--- src/qdsl_cfg.svh ---
// Operation
// - bipolar: coding pin high offset, low twos
// - unipolar ranges always straight binary
// - bits accepted only while frame select low
// - falling serial clock shifts input bit in
// - frame select rising completes the command
// - load low: converter updates at frame end
// - load high: input only, output waits
// - load falling copies all pending channels
// - clear forces zero or mid scale
// - output shifts on rising, host samples falling
/*
 qdsl_cfg.svh: constants of the quad converter serial load front end.
 assumes: included by bare name, by the package and by the design; guarded.
*/
`ifndef QDSL_CFG_SVH
`define QDSL_CFG_SVH

`define QDSL_FRAME_BITS 5'h18
`define QDSL_CMD_DATA_W 16
`define QDSL_ALL_CH 3'h4
`define QDSL_SEL_DAC 3'h0
`define QDSL_SEL_RANGE 3'h1
`define QDSL_SEL_CTRL 3'h3
`define QDSL_RANGE_BIP_BIT 0
`define QDSL_CLRSEL_BIT 0
`define QDSL_CLRSEL_RST 1'h0
`define QDSL_UNI_RST 1'h1
`define QDSL_PINS_RST 6'h36

`endif

--- src/qdsl_pkg.sv ---
/*
 qdsl_pkg: types of the quad converter serial load front end.
 assumes: qdsl_cfg.svh is on the include path.
*/
package qdsl_pkg;
`include "qdsl_cfg.svh"

    typedef enum logic [2:0] {
        QDSL_DAC = `QDSL_SEL_DAC,
        QDSL_RANGE = `QDSL_SEL_RANGE,
        QDSL_CTRL = `QDSL_SEL_CTRL
    } qdsl_sel_e;

    typedef enum logic {
        QDSL_IDLE = 1'b0,
        QDSL_SHIFT = 1'b1
    } qdsl_st_e;

    // one 24-bit frame, first bit shifted in is rd
    typedef struct packed {
        logic rd;
        logic spare;
        qdsl_sel_e sel;
        logic [2:0] addr;
        logic [`QDSL_CMD_DATA_W-1:0] data;
    } qdsl_cmd_s;

    typedef struct packed {
        logic frame_n;
        logic sclk;
        logic sdi;
        logic load_outputs_n_n;
        logic clr_n;
        logic coding;
    } qdsl_pins_s;
endpackage

--- src/qdsl_serial_load.sv ---
/*
 qdsl_serial_load: serial shift register, per-channel input and converter
 registers, load strobe, clear and coding for a quad converter.
 assumes: all pins are asynchronous to core_clk; serial clock well below
 a quarter of core_clk so each level is seen at least twice.
*/
`timescale 1ns/10ps
// the guard lets the package and the design both pull the constants in
`include "qdsl_cfg.svh"

module qdsl_serial_load
    import qdsl_pkg::*;
#(
    parameter int DATA_W = 16,
    parameter int NUM_CH = 4
) (
    // clock, reset, enable
    input wire logic core_clk,
    input wire logic rst_b,
    input wire logic core_en,
    // serial link
    input wire logic frame_sel_n,
    input wire logic serial_clk,
    input wire logic serial_data_in,
    output logic serial_data_out,
    // control pins
    input wire logic load_outputs_n,
    input wire logic async_clear_n,
    input wire logic bipolar_coding_select,
    // converter side, straight binary codes
    output logic [NUM_CH-1:0][DATA_W-1:0] dac_code,
    output logic [NUM_CH-1:0] dac_bipolar
);
    localparam int PW = $bits(qdsl_pins_s);
    localparam int FW = $bits(qdsl_cmd_s);
    localparam int CW = `QDSL_CMD_DATA_W;
    localparam logic [DATA_W-1:0] MSB_MASK = {1'b1, {(DATA_W-1){1'b0}}};

    if (!(DATA_W == 12 || DATA_W == 14 || DATA_W == 16) || NUM_CH < 1 || NUM_CH > 4) begin : g_bad
        $error("qdsl_serial_load: DATA_W must be 12/14/16 and NUM_CH 1..4");
    end

    // two-stage synchronisers, first stage read by nothing else
    logic [PW-1:0] pin_raw;
    logic [PW-1:0] pin_meta_q;
    logic [PW-1:0] pin_sync_q;
    qdsl_pins_s cur;
    qdsl_pins_s prev_q;
    assign pin_raw = {frame_sel_n, serial_clk, serial_data_in, load_outputs_n,
                      async_clear_n, bipolar_coding_select};
    assign cur = qdsl_pins_s'(pin_sync_q);

    for (genvar i = 0; i < PW; i++) begin : g_sync
        localparam logic [PW-1:0] RST = `QDSL_PINS_RST;
        always_ff @(posedge core_clk or negedge rst_b) begin
            if (!rst_b) begin
                pin_meta_q[i] <= RST[i];
                pin_sync_q[i] <= RST[i];
            end else if (core_en) begin
                pin_meta_q[i] <= pin_raw[i];
                pin_sync_q[i] <= pin_meta_q[i];
            end
        end
    end

    logic sclk_fall;
    logic sclk_rise;
    logic frame_rise;
    logic load_outputs_n_fall;
    assign sclk_fall = prev_q.sclk & ~cur.sclk;
    assign sclk_rise = ~prev_q.sclk & cur.sclk;
    assign frame_rise = ~prev_q.frame_n & cur.frame_n;
    assign load_outputs_n_fall = prev_q.load_outputs_n_n & ~cur.load_outputs_n_n;

    // state
    qdsl_st_e st_q, st_d;
    logic [FW-1:0] shreg_q, shreg_d;
    logic [4:0] cnt_q, cnt_d;
    logic sdo_q, sdo_d;
    logic [NUM_CH-1:0][DATA_W-1:0] in_q, in_d;
    logic [NUM_CH-1:0][DATA_W-1:0] conv_q, conv_d;
    logic [NUM_CH-1:0][DATA_W-1:0] code_q, code_d;
    logic [NUM_CH-1:0][DATA_W-1:0] clr_raw;
    logic [NUM_CH-1:0] pend_q, pend_d;
    logic [NUM_CH-1:0] uni_q, uni_d;
    logic [NUM_CH-1:0] flip;
    logic clrsel_q, clrsel_d;
    // range flag kept in its own flop so the output pin has no gate after it
    logic [NUM_CH-1:0] bip_q, bip_d;
    qdsl_cmd_s cmd;
    logic cmd_ok;
    assign cmd = qdsl_cmd_s'(shreg_q);
    assign cmd_ok = (cnt_q == `QDSL_FRAME_BITS);
    assign bip_d = ~uni_d;

    for (genvar c = 0; c < NUM_CH; c++) begin : g_code
        // twos complement is turned into straight binary by the msb flip
        assign flip[c] = ~uni_q[c] & ~cur.coding;
        // clear target is expressed in output coding, so undo the flip
        assign clr_raw[c] = (clrsel_q ? MSB_MASK : '0) ^ (flip[c] ? MSB_MASK : '0);
    end

    always_comb begin
        logic [CW-1:0] rb;
        rb = '0;
        st_d = st_q;
        shreg_d = shreg_q;
        cnt_d = cnt_q;
        sdo_d = sdo_q;
        in_d = in_q;
        conv_d = conv_q;
        pend_d = pend_q;
        uni_d = uni_q;
        clrsel_d = clrsel_q;
        // strobe first: a write in the same cycle sees the load already low
        if (load_outputs_n_fall) begin
            for (int c = 0; c < NUM_CH; c++) begin
                if (pend_q[c]) begin
                    conv_d[c] = in_q[c];
                end
            end
            pend_d = '0;
        end
        unique case (st_q)
            QDSL_IDLE: begin
                if (!cur.frame_n) begin
                    st_d = QDSL_SHIFT;
                    cnt_d = '0;
                    // the first bit must stand before the first falling clock
                    sdo_d = shreg_q[FW-1];
                end
            end
            QDSL_SHIFT: begin
                if (sclk_fall && !cur.frame_n) begin
                    shreg_d = {shreg_q[FW-2:0], cur.sdi};
                    if (cnt_q != 5'h1f) begin
                        cnt_d = cnt_q + 5'h01;
                    end
                end
                if (sclk_rise && !cur.frame_n) begin
                    sdo_d = shreg_q[FW-1];
                end
                if (frame_rise) begin
                    st_d = QDSL_IDLE;
                    // frames of the wrong length are dropped whole
                    if (cmd_ok && cmd.rd) begin
                        for (int c = 0; c < NUM_CH; c++) begin
                            if (cmd.addr == 3'(c)) begin
                                unique case (cmd.sel)
                                    QDSL_DAC: rb[CW-1 -: DATA_W] = in_q[c];
                                    QDSL_RANGE: rb[`QDSL_RANGE_BIP_BIT] = ~uni_q[c];
                                    QDSL_CTRL: rb[`QDSL_CLRSEL_BIT] = clrsel_q;
                                    default: rb = '0;
                                endcase
                            end
                        end
                        // readback word leaves on the next frame
                        shreg_d = {1'b0, 1'b0, cmd.sel, cmd.addr, rb};
                    end else if (cmd_ok) begin
                        for (int c = 0; c < NUM_CH; c++) begin
                            if (cmd.addr == 3'(c) || cmd.addr == `QDSL_ALL_CH) begin
                                unique case (cmd.sel)
                                    QDSL_DAC: begin
                                        in_d[c] = cmd.data[CW-1 -: DATA_W];
                                        if (!cur.load_outputs_n_n) begin
                                            conv_d[c] = cmd.data[CW-1 -: DATA_W];
                                            pend_d[c] = 1'b0;
                                        end else begin
                                            pend_d[c] = 1'b1;
                                        end
                                    end
                                    QDSL_RANGE: uni_d[c] = ~cmd.data[`QDSL_RANGE_BIP_BIT];
                                    QDSL_CTRL: clrsel_d = cmd.data[`QDSL_CLRSEL_BIT];
                                    default: uni_d[c] = uni_q[c];
                                endcase
                            end
                        end
                    end
                end
            end
        endcase
        // clear wins over every load while held
        if (!cur.clr_n) begin
            conv_d = clr_raw;
        end
    end

    always_comb begin
        for (int c = 0; c < NUM_CH; c++) begin
            code_d[c] = conv_q[c] ^ (flip[c] ? MSB_MASK : '0);
        end
    end

    always_ff @(posedge core_clk or negedge rst_b) begin
        if (!rst_b) begin
            prev_q <= qdsl_pins_s'(`QDSL_PINS_RST);
            st_q <= QDSL_IDLE;
            shreg_q <= '0;
            cnt_q <= '0;
            sdo_q <= 1'b0;
            in_q <= '0;
            conv_q <= '0;
            code_q <= '0;
            pend_q <= '0;
            uni_q <= {NUM_CH{`QDSL_UNI_RST}};
            bip_q <= {NUM_CH{~`QDSL_UNI_RST}};
            clrsel_q <= `QDSL_CLRSEL_RST;
        end else if (core_en) begin
            prev_q <= cur;
            st_q <= st_d;
            shreg_q <= shreg_d;
            cnt_q <= cnt_d;
            sdo_q <= sdo_d;
            in_q <= in_d;
            conv_q <= conv_d;
            code_q <= code_d;
            pend_q <= pend_d;
            uni_q <= uni_d;
            bip_q <= bip_d;
            clrsel_q <= clrsel_d;
        end
    end

    assign serial_data_out = sdo_q;
    assign dac_code = code_q;
    assign dac_bipolar = bip_q;

    logic wr0;
    assign wr0 = st_q == QDSL_SHIFT && frame_rise && cmd_ok && !cmd.rd && cmd.sel == QDSL_DAC
        && (cmd.addr == 3'h0 || cmd.addr == `QDSL_ALL_CH) && cur.clr_n && core_en;
endmodule

--- config.mk ---
export PLATFORM = sky130hd
export DESIGN_NAME = qdsl_serial_load
export DESIGN_NICKNAME = d
export VERILOG_FILES = /design/src/qdsl_pkg.sv /design/src/qdsl_serial_load.sv
export VERILOG_INCLUDE_DIRS = /design/src
export SDC_FILE = /design/constraint.sdc
export NUM_CORES = 1
export LEC_CHECK = 0
export BUFFER_PORTS_ARGS = -buffer_cell sky130_fd_sc_hd__buf_2
export CAP_MARGIN = 15
export CORE_MARGIN = 2
export CORE_UTILIZATION = 36
export DETAILED_ROUTE_END_ITERATION = 10
export HOLD_SLACK_MARGIN = 0.1
export PLACE_DENSITY = 0.51
export SLEW_MARGIN = 20
export SYNTH_ARGS = -nofsm -noshare
export SYNTH_HDL_FRONTEND = slang
export SYNTH_SLANG_ARGS = --single-unit
--- constraint.sdc ---
create_clock -name core_clk -period 2.1 [get_ports core_clk]
set_clock_uncertainty 0.05 [all_clocks]
set_input_delay 0.105 -clock core_clk [delete_from_list [all_inputs] [get_ports core_clk]]
set_output_delay 0.105 -clock core_clk [all_outputs]
set_load 0.005 [all_outputs]
After elaboration in Yosys (flattened, before gate mapping)

Index checks and enable logic that the tools add are counted.

Bitwise gates (word level): 29
Muxes and demuxes: 86
Reduce and logical (&&, ||, !) cells: 20
Add/subtract/negate cells: 1
Equal/unequal tests: 13

Operators with widths:

| cell                  | count |
|---|---|
| $mux W16              | 25 |
| $mux W64              | 6 |
| $xor A16 B16 Y16      | 8 |
| $pmux W15 S2          | 3 |
| $mux W24              | 3 |
| $mux W4               | 9 |
| $mux W1               | 29 |
| $reduce_and A7 Y1     | 4 |
| $mux W15              | 1 |
| $mux W5               | 3 |
| $not A1 Y1            | 12 |
| $pmux W1 S3           | 4 |
| $pmux W5 S2           | 1 |
| $eq A3 B2 Y1 const B  | 3 |
| $and A1 B1 Y1         | 8 |
| $eq A3 B1 Y1 const B  | 2 |
| $logic_not A3 Y1      | 2 |
| $ne A2 B1 Y1 const B  | 3 |
| $reduce_and A3 Y1     | 2 |
| $add A5 B1 Y5 const B | 1 |
| $eq A5 B5 Y1 const B  | 1 |
| $ne A5 B5 Y1 const B  | 1 |
| $reduce_and A5 Y1     | 1 |
| $logic_or A1 B1 Y1    | 4 |
| other kinds (9)       | 13 |

Register bits after elaboration: 251
Bits of input ports: 9
Output and inout bits: 69

Depth between registers and ports, before layout

Gate-level depths: netlist of the first run.

Word-level depth: 11
Mapped depth: 10
Gate-level depth less buffers: 8

Worst setup path after synthesis of the first run

Ideal clock, no wire load.

Kind: register to register
From: reg cnt_q[0]
To: reg conv_q[57] in the netlist's numbering
Cell stages (with the launch flop): 11
Slack: 0.094 ns
Clock period less this slack: 2.006 ns
Arrival: 1.825 ns
Setup time: 0.132 ns
Path through: dfrtp_1 inv_1 ha_1 nand4b_4 and4bb_1 buf_2 and2b_1 buf_6 buf_8 mux2i_1 o2bb2ai_1

Cells in the longest elaborated chain, start to end: 6

RTL lines:

| element                                                | line                                             | text |
|---|---|---|
| start: declaration                                     | qdsl_serial_load.sv:78                           | `logic [4:0] cnt_q, cnt_d;` |
| start signal: assignment                               | qdsl_serial_load.sv:212                          | `cnt_q <= cnt_d;` |
| $eq A5 B5 Y1 (no line) (*)                             | -                                                |  |
| $mux W64 / $logic_and A1 B1 Y1 (equally long branches) | qdsl_serial_load.sv:159, qdsl_serial_load.sv:146 |  |
| $mux W64 (*)                                           | qdsl_serial_load.sv:146                          | `if (cmd_ok && cmd.rd) begin` |
| $mux W64 (*)                                           | qdsl_serial_load.sv:143                          | `if (frame_rise) begin` |
| $mux W64 (*)                                           | qdsl_serial_load.sv:124                          | `unique case (st_q)` |
| $mux W64 (*)                                           | qdsl_serial_load.sv:183                          | `if (!cur.clr_n) begin` |
| end signal: assignment                                 | qdsl_serial_load.sv:215                          | `conv_q <= conv_d;` |
| end: declaration                                       | qdsl_serial_load.sv:81                           | `logic [NUM_CH-1:0][DATA_W-1:0] conv_q, conv_d;` |

Every way passes the cells marked *; elsewhere a longest branch is shown, timed or not.
A chain may end at the register's enable or synchronous reset.

Final worst setup path of the first run

From: reg cnt_q[1]
To: reg conv_q[49] in the netlist's numbering

Same word-level chain as after synthesis.

==> flow_metrics.py, run 1 <==
metrics = {
    "final_layout": {
        "area_growth_pct": 19.6,
        "antenna_cells": 0,
        "fin_cells": 1509,
        "drive_gt1_share_pct": 39.0,
        "fin_nets": 1054,
        "nFillCells": 3167,
        "fin_area_sq_um": 14400,
        "final_common_cell": "dfrtp_1",
        "final_cell_mix": "235 x dfrtp_1, 194 x mux2_2, 96 x mux2i_1, 75 x buf_2, 59 x o2bb2ai_1",
    },
    "global_routing": {
        "antenna_found_initial": 0,
        "grt_pass1_wl_mm": 49.0,
        "grt-ovfl-total": 0,
        "grt_pass1_vias": 8198,
        "grt_max_degree": 65,
        "grt_util_all_layers_pct": 17.5,
    },
    "outcome": {
        "status": "complete, no violations",
    },
    "worst_setup_path": {
        "crit_chain": "inv_1 > ha_2 > nand4b_4 > and4bb_2 > and2b_4 > clkbuf_16 > mux2i_1 > o2bb2ai_1",
        "crit_type": "reg2reg",
        "critPathBufInv": 2,
        "critPathArrivalTime_ns": 2.40,
        "critPathMaxFanout": 8,
        "cpMaxStageDelayCell": "and4bb_2",
        "path_delay_family": "simple AND/OR/NAND/NOR gates",
        "worstPathRequired_ns": 2.48,
        "start_kind": "flop",
        "end_kind": "flop",
        "slowest_delay_ns": 0.39,
    },
    "floorplan": {
        "start_util_pct": 36.2,
        "dieArea_sq_um": 35000,
        "dieHeight_um": 187,
        "die_w_um": 187,
        "rows": 67,
        "core-area_sq_um": 33300,
        "io_pins": 78,
    },
    "placed_design": {
        "place_area_sq_um": 13200,
        "place_inst": 1439,
        "io_buffers": 77,
        "hpwl_mm": 19.4,
        "pre_cts_slack_ns": 0.0796,
        "place.gp.congestion": 0.801,
    },
    "sta": {
        "tightestPinTransition_ns": 0.700,
        "maxSlewHeadroom_pct": 53.3,
        "setup_slack_ns": 0.0766,
        "rsz0062_at_grt": "yes",
        "setup_viol": 0,
        "post-route-period-util_pct": 96.4,
        "maxSlewViolCount": 0,
        "hold_violations": 0,
        "fmax_ghz": 0.494,
        "setup_tns_ns": 0,
        "timing.final.crit_period_ns": 2.02,
    },
    "clock_network": {
        "cts_tree": "built",
        "cts_root_buffer": "clkbuf_16",
        "cts_sinks": 251,
        "clock_latency_ns": 0.56,
        "cts.htree.levels": 1,
        "cts-buffers-inserted": 29,
        "clkTransAtPathRegs_ns": 0.06,
        "clockBufferDepth": 3,
    },
    "power_and_ir_drop": {
        "power.leakage_nw": 7.11,
        "power_per_cell_area_nw_per_um2": 899,
        "ir_drop_mv": 0.718,
    },
    "synthesis": {
        "avgSynthCellArea_sq_um": 12.8,
        "synth_cells": 944,
        "synth_largest_area_cell": "dfrtp_1",
        "synth_area_leaders": "dfrtp_1 49%, mux2_2 18%, mux2i_1 8.0%",
        "synthDistinctLibCells": 61,
        "synth-edff-count": 0,
        "yosys_warnings": 0,
        "yosysTopAreaCellShare_pct": 49.0,
        "ys_dominant_reg_cell": "dfrtp_1",
        "syn_nets": 956,
        "synth_area_sq_um": 12100,
        "ys_seq_area_share_pct": 52.2,
        "ys_ff_latch": 251,
        "synthArstFlopShare_pct": 100,
    },
    "route": {
        "vias_per_cell": 5.20,
        "dr.pass1.iters": 4,
        "routed_wl_mm": 30.5,
        "ant_nets": 0,
        "detail_route.wl_per_cell_um": 20.2,
        "drc": 0,
        "via_count": 7847,
        "drt_iter0_drc": 376,
    },
    "run": {
        "maxCapViolCount": 0,
    },
    "hold_path": {
        "hold_class": "in2async",
    },
}
## final cells by class
cell class              count  area, sq um  area share, %
flip-flops and latches    251         6300           43.7
multi-input cells         598         5370           37.2
repair buffers            146         1220           8.44
clock buffers              43          868           6.02
well taps                 448          561           3.88
inverters                  16         60.1          0.416
clock inverters             7         56.3          0.390
## report_power, final
part	leakage [nW]	internal [W]	switching [W]	total, W
clock network	0.458	0.00285	0.00205	0.00489
logic	3.28	0.000926	0.00123	0.00216
registers	3.38	0.00517	0.000759	0.00593
total	7.11	0.00894	0.00404	0.0130
## stage by stage
stage	total power [W]	hold WS [ns]	util (%)
after floorplan	0.00718	-0.241	-
after global placement	0.00814	0.0202	39.7
after detailed placement	0.00815	0.0234	39.7
after CTS	0.0131	0.187	42.9
after global routing	0.0136	0.196	43.4
final	0.0130	0.185	43.4
## kinds of logic (layout without fill, tap and decap cells)
logic type      count (synthesis)  in the layout  synth area share [%]
fa+ha+maj                       3              3                 0.311
buf+inv                        95            212                  3.52
flops                         251            251                  52.2
xor+xnor                       11             11                 0.799
simple gates                  113            113                  5.32
compound gates                161            161                  9.79
mux                           310            310                  28.0
## Yosys cell counts (3+ instances only)
library cell and count:
dfrtp_1 236, mux2_2 194, mux2i_1 97, o2bb2ai_1 60
clkbuf_1 47, nand2_1 32, nor2_1 32, o21ai_0 25
a21oi_1 24, buf_2 20, mux2_1 18, dfstp_2 15
inv_1 15, o22ai_1 15, o22a_1 14, nand2b_1 10
xnor2_1 8, buf_4 6, nor2b_1 5, a22oi_1 4
nand2_2 4, nand3_1 4, o311ai_0 4, a22o_1 3
buf_1 3, ha_1 3, xor2_1 3
## worst reg2reg max path: stages, from the launching register on
cell	delay, ns
dfrtp_1	0.37
inv_1	0.06
ha_2	0.18
nand4b_4	0.14
and4bb_2	0.39
and2b_4	0.24
clkbuf_16	0.19
mux2i_1	0.19
o2bb2ai_1	0.07
## routing by layer
layer	global-route usage (%)	wire length, um
met2	29.8	14800
met3	2.03	770
met1	24.0	14200
met4	4.00	668
met5	0	0
## repair_timing
action | 4_1_cts | 5_1_grt
endpoints found under the hold margin | 262 | 0
setup buffers | 0 | 3
resized for setup | 0 | 10
hold buffers | 14 | 0
setup endpoints to repair | 0 | 58
## worst paths after layout
kind,depth (start not counted),from,to,slack [ns]
max,8,cnt_q[1]$_DFFE_PN0P_,conv_q[49]$_DFFE_PN0P_,0.08
min,2,rst_b,pin_meta_q[1]$_DFFE_PN1P_,0.19
max reg2reg,8,cnt_q[1]$_DFFE_PN0P_,conv_q[49]$_DFFE_PN0P_,0.08
min reg2reg,1,dac_code[4]$_DFFE_PN0P_,dac_code[4]$_DFFE_PN0P_,0.45
max in group asynchronous,3,rst_b,conv_q[53]$_DFFE_PN0P_,1.43
min in group core_clk,3,bipolar_coding_select,pin_meta_q[0]$_DFFE_PN0P_,0.28
## state kept, by name (all words and copies together) (netlist names)
register,flops
cnt_q,5
serial_data_out,1
dac_bipolar,4
pin_meta_q,6
in_q,64
dac_code,64
uni_q,4
prev_q,3
st_q,1
cmd,24
pend_q,4
clrsel_q,1
cur,6
conv_q,64
Note: power is estimated with default switching activity, not from simulation.
==> inputs of run 2 (changes only) <==
--- a/config.mk
+++ b/config.mk
@@ -6,6 +6,7 @@
 export SDC_FILE = /design/constraint.sdc
 export NUM_CORES = 1
 export LEC_CHECK = 0
+export ABC_AREA = 1
 export BUFFER_PORTS_ARGS = -buffer_cell sky130_fd_sc_hd__buf_2
 export CAP_MARGIN = 15
 export CORE_MARGIN = 2
==> flow_metrics.py, run 2 <==
metrics = {
    "sta": {
        "rsz0062_at_grt": "no",
        "post-route-period-util_pct": 90.7,
        "setup_tns_ns": 0,
        "tightestPinTransition_ns": 0.856,
        "hold_violations": 0,
        "whs_ns": 0.124,
        "setup_viol": 0,
        "fmax_ghz": 0.525,
        "maxSlewHeadroom_pct": 42.7,
        "maxSlewViolCount": 0,
        "timing.final.crit_period_ns": 1.91,
    },
    "worst_setup_path": {
        "critPathArrivalTime_ns": 2.27,
        "reg2regPathDepth": 11,
        "critPathLaunch": "cnt_q[0]$_DFFE_PN0P_",
        "start_kind": "flop",
        "rrSetupSlack_ns": 0.19,
        "crit_type": "reg2reg",
        "worstReg2RegEnd": "conv_q[28]$_DFFE_PN0P_",
        "crit_end": "conv_q[28]$_DFFE_PN0P_",
        "critPathMaxFanout": 32,
        "worstPathRequired_ns": 2.47,
        "r2r_start": "cnt_q[0]$_DFFE_PN0P_",
        "end_kind": "flop",
    },
    "synthesis": {
        "avgSynthCellArea_sq_um": 7.43,
        "ys_seq_area_share_pct": 51.1,
        "synth_largest_area_cell": "dfrtp_1",
        "yosys.cell_count.top_type": "nand2_1",
        "yosysTopAreaCellShare_pct": 47.9,
        "synth_cells": 1660,
        "ys_ff_latch": 251,
        "synth_area_sq_um": 12300,
        "synth-edff-count": 0,
        "ys_dominant_reg_cell": "dfrtp_1",
        "synth_area_leaders": "dfrtp_1 48%, nand2_1 24%, o21ai_0 5.9%",
        "synthDistinctLibCells": 32,
        "syn_nets": 1672,
        "yosys_warnings": 0,
        "synth_common_cells": "778 x nand2_1, 236 x dfrtp_1, 146 x o21ai_0, 115 x inv_1, 89 x nand3_1",
        "synthArstFlopShare_pct": 100,
    },
    "power_and_ir_drop": {
        "ir_drop_mv": 0.652,
        "power_per_cell_area_nw_per_um2": 804,
        "finalPower_w": 0.0118,
        "power.leakage_nw": 7.81,
    },
    "clock_network": {
        "cts_tree": "built",
        "cts-buffers-inserted": 29,
        "clock_latency_ns": 0.55,
        "clockBufferDepth": 3,
        "cts_root_buffer": "clkbuf_16",
        "cts_sinks": 251,
        "cts.htree.levels": 1,
        "clkTransAtPathRegs_ns": 0.06,
    },
    "floorplan": {
        "io_pins": 78,
        "start_util_pct": 36.7,
        "core-area_sq_um": 33600,
        "dieArea_sq_um": 35800,
        "rows": 67,
        "die_w_um": 189,
        "dieHeight_um": 189,
    },
    "final_layout": {
        "nFillCells": 3404,
        "fin_nets": 1758,
        "final_common_cell": "nand2_1",
        "final_cell_mix": "776 x nand2_1, 236 x dfrtp_1, 146 x o21ai_0, 114 x inv_1, 89 x nand3_1",
        "fin_cells": 2216,
        "drive_gt1_share_pct": 13.1,
        "area_growth_pct": 19.1,
        "antenna_cells": 0,
    },
    "run": {
        "maxCapViolCount": 0,
    },
    "global_routing": {
        "grt-ovfl-total": 0,
        "grt_pass1_wl_mm": 61.3,
        "antenna_found_initial": 0,
        "grt_max_degree": 83,
        "grt_util_all_layers_pct": 21.6,
        "grt_pass1_vias": 10800,
    },
    "route": {
        "dr.pass1.iters": 5,
        "via_count": 11100,
        "detail_route.wl_per_cell_um": 17.1,
        "drc": 0,
        "routed_wl_mm": 37.9,
        "drt_iter0_drc": 701,
        "vias_per_cell": 5.01,
        "ant_nets": 0,
    },
    "outcome": {
        "status": "complete, no violations",
    },
    "placed_design": {
        "hpwl_mm": 25.7,
        "io_buffers": 77,
        "place_inst": 2148,
        "place.gp.congestion": 0.856,
    },
    "hold_path": {
        "hold_class": "in2async",
    },
}
## run 2: routing by layer
metal	global-route usage (%)	vias to the layer above	share of wire (%)
li1	-	5459	-
met1	29.7	5333	46
met2	36.5	253	48
met3	2.30	54	4.0
met4	5.56	0	2.2
met5	0	-	0
## run 2: where the power goes
group | switching [W] | leakage [nW] | internal (W)
logic | 0.000703 | 3.87 | 0.000321
registers | 0.000222 | 3.42 | 0.00503
clock network | 0.00208 | 0.522 | 0.00346
## run 2: layout make-up
cell class              instances  area (sq um)  area share (%)
clock buffers                  36           812            5.53
clock inverters                17           240            1.63
inverters                     123           464            3.16
multi-input cells            1194          5220            35.5
flip-flops and latches        251          6300            42.9
well taps                     448           561            3.81
repair buffers                147          1100            7.52
## run 2: how the worst min path moves through the flow
stage                     slack [ns]  cells after the start   from                       end
after floorplan                -0.24                      0  rst_b      clrsel_q$_DFFE_PN0P_
after global placement         -0.09                      1  rst_b  dac_code[51]$_DFFE_PN0P_
after detailed placement       -0.09                      1  rst_b  dac_code[51]$_DFFE_PN0P_
after CTS                       0.14                      3  rst_b      in_q[36]$_DFFE_PN0P_
after global routing            0.16                      3  rst_b      in_q[36]$_DFFE_PN0P_
final                           0.12                      3  rst_b      in_q[36]$_DFFE_PN0P_
## run 2: critical path, stage by stage (launching register included)
cell      delay, ns
dfrtp_1        0.42
inv_2          0.09
ha_1           0.14
nand2_1        0.05
inv_1          0.09
nand2_2        0.10
nor2_4         0.14
buf_6          0.15
nand3_2        0.08
buf_12         0.18
o211ai_1       0.19
nand2_1        0.07
## run 2: cells by family (layout without fill, tap and decap cells)
family	after synthesis	after routing	share of synthesized area, %
compound gates	253	253	11.1
xor+xnor	5	5	0.355
fa+ha+maj	3	3	0.304
buf+inv	215	323	6.81
flops	251	251	51.1
simple gates	933	933	30.4
## run 2: metrics by stage
| stage | area (sq um) | setup slack (ns) | utilization [%] |
|---|---|---|---|
| after detailed placement | 13500 | 0.131 | 40.1 |
| after CTS | 14700 | 0.100 | 43.6 |
| after global routing | 14700 | 0.0114 | 43.7 |
| after global placement | 13500 | 0.159 | 40.1 |
| after floorplan | 12300 | 0.380 | - |
| final | 14700 | 0.195 | 43.7 |
## run 2: repair_timing
action                                  in CTS  in global routing
buffers inserted                             0                  3
resized for setup                            0                  6
hold buffers                                12                  0
endpoints found under the setup margin       0                 45
endpoints found under the hold margin      264                  0
==> inputs of run 3 (changes only) <==
--- a/config.mk
+++ b/config.mk
@@ -11,6 +11,7 @@
 export CAP_MARGIN = 15
 export CORE_MARGIN = 2
 export CORE_UTILIZATION = 36
+export CTS_BUF_LIST = sky130_fd_sc_hd__clkbuf_4 sky130_fd_sc_hd__clkbuf_8
 export DETAILED_ROUTE_END_ITERATION = 10
 export HOLD_SLACK_MARGIN = 0.1
 export PLACE_DENSITY = 0.51
==> flow_metrics.py, run 3 (synthesis results as in run 2) <==
metrics = {
    "outcome": {
        "status": "complete, no violations",
    },
    "worst_setup_path": {
        "end_kind": "flop",
        "crit_type": "in2reg",
        "cp_common_cell": "dlygate4sd3_1",
        "worstPathRequired_ns": 2.57,
        "critPathLaunch": "core_en",
        "critPathArrivalTime_ns": 2.42,
        "cpMaxStageDelayCell": "dlygate4sd3_1",
        "slowest_delay_ns": 0.57,
        "crit_chain": "dlygate4sd3_1 > buf_2 > buf_6 > nand2_1 > dlygate4sd3_1 > nand2_1 > dlygate4sd3_1",
        "r2r_start": "cnt_q[0]$_DFFE_PN0P_",
        "start_kind": "input port",
        "critPathMaxFanout": 39,
    },
    "sta": {
        "hold_violations": 0,
        "maxSlewViolCount": 0,
        "setup_viol": 0,
        "timing.final.crit_period_ns": 1.95,
        "tightestPinTransition_ns": 0.820,
        "setup_tns_ns": 0,
        "maxSlewHeadroom_pct": 45.2,
        "setup_slack_ns": 0.151,
        "rsz0062_at_grt": "no",
        "post-route-period-util_pct": 92.8,
        "fmax_ghz": 0.513,
    },
    "global_routing": {
        "grt_pass1_vias": 10900,
        "grt-ovfl-total": 0,
        "grt_max_degree": 83,
        "antenna_found_initial": 0,
        "grt_util_all_layers_pct": 22.0,
        "grt_pass1_wl_mm": 62.1,
    },
    "run": {
        "maxCapViolCount": 0,
    },
    "final_layout": {
        "drive_gt1_share_pct": 14.5,
        "antenna_cells": 0,
        "register_area_sq_um": 6300,
        "nFillCells": 3421,
        "area_growth_pct": 18.9,
        "final_common_cell": "nand2_1",
        "final_cell_mix": "776 x nand2_1, 236 x dfrtp_1, 146 x o21ai_0, 114 x inv_1, 89 x nand3_1",
        "fin_nets": 1779,
        "multiInputGateArea_sq_um": 5220,
    },
    "placed_design": {
        "hpwl_mm": 25.7,
        "io_buffers": 77,
        "pre_cts_slack_ns": 0.131,
        "place.gp.congestion": 0.856,
    },
    "clock_network": {
        "clkTransAtPathRegs_ns": 0.06,
        "cts.htree.levels": 2,
        "clock_latency_ns": 0.57,
        "cts_sinks": 251,
        "cts_tree": "built",
        "clockBufferDepth": 3,
        "cts-buffers-inserted": 46,
        "cts_root_buffer": "clkbuf_8",
    },
    "floorplan": {
        "dieHeight_um": 189,
        "core-area_sq_um": 33600,
        "die_w_um": 189,
        "io_pins": 78,
        "dieArea_sq_um": 35800,
        "start_util_pct": 36.7,
        "rows": 67,
    },
    "route": {
        "dr.pass1.iters": 5,
        "detail_route.wl_per_cell_um": 17.0,
        "ant_nets": 0,
        "drt_iter0_drc": 782,
        "routed_wl_mm": 38.2,
        "drc": 0,
        "vias_per_cell": 4.97,
        "via_count": 11200,
    },
    "power_and_ir_drop": {
        "power_per_cell_area_nw_per_um2": 765,
        "power.leakage_nw": 7.83,
        "ir_drop_mv": 0.398,
    },
    "hold_path": {
        "hold_class": "in2async",
    },
}
[run 3: changes by cell type in the layout (fill, tap and decap cells not counted), sizes merged]
cell         before  now
clkinvlp          2    0
dlygate4sd3      12   15
buf             135  136
bufinv            6    0
clkbuf           36   78
clkinv           10    4
[run 3: timing repair]
item                                    4_1_cts  5_1_grt
hold endpoints to repair                    269        0
hold buffers                                 15        0
endpoints found under the setup margin        0       27
resized for setup                             0        7
setup buffers                                 0        4
[run 3: cell type report]
| type | count | area share (%) |
|---|---|---|
| tap | 448 | 3.82 |
| inverter | 123 | 3.16 |
| timing repair buffer | 151 | 7.90 |
| sequential | 251 | 42.9 |
| multi-input combinational | 1194 | 35.5 |
| clock buffer | 78 | 6.55 |
| clock inverter | 3 | 0.102 |
[run 3: worst paths after layout]
path	cells after the start	slack (ns)	to
worst max-delay path	7	0.15	pin_meta_q[4]$_DFFE_PN1P_
worst min-delay path	3	0.11	in_q[4]$_DFFE_PN0P_
worst max register to register	11	0.19	conv_q[55]$_DFFE_PN0P_
worst min register to register	2	0.41	dac_code[53]$_DFFE_PN0P_
max in group asynchronous	3	0.71	conv_q[55]$_DFFE_PN0P_
min in group core_clk	4	0.23	pin_meta_q[3]$_DFFE_PN0P_
[run 3: where the power goes]
group	total (W)	internal, W	switching [W]
Sequential	0.00525	0.00503	0.000224
Clock	0.00494	0.00285	0.00208
Combinational	0.00104	0.000335	0.000705
[run 3: layer usage]
| layer | part of all wire [%] | track usage [%] | wire length (um) |
|---|---|---|---|
| met2 | 48 | 36.4 | 18300 |
| met3 | 4.4 | 3.04 | 1680 |
| met5 | 0 | 0 | 0 |
| met1 | 45 | 29.8 | 17300 |
| met4 | 2.3 | 6.94 | 879 |
[run 3: metrics by stage]
stage | hold slack [ns] | cells | total power (W) | cell area, sq um | utilization, %
after global routing | 0.134 | 2248 | 0.0118 | 14700 | 43.7
after CTS | 0.107 | 2244 | 0.0114 | 14600 | 43.5
after floorplan | -0.241 | 1660 | 0.00581 | 12300 | -
after global placement | -0.0915 | 2148 | 0.00633 | 13500 | 40.1
after detailed placement | -0.0939 | 2148 | 0.00633 | 13500 | 40.1
final | 0.106 | 2248 | 0.0112 | 14700 | 43.7
[run 3: critical path: cells and delay by family]
| family | cells | cell delay (ns) |
|---|---|---|
| buffers and inverters | 5 | 2.17 |
| and+or+nand+nor | 2 | 0.14 |
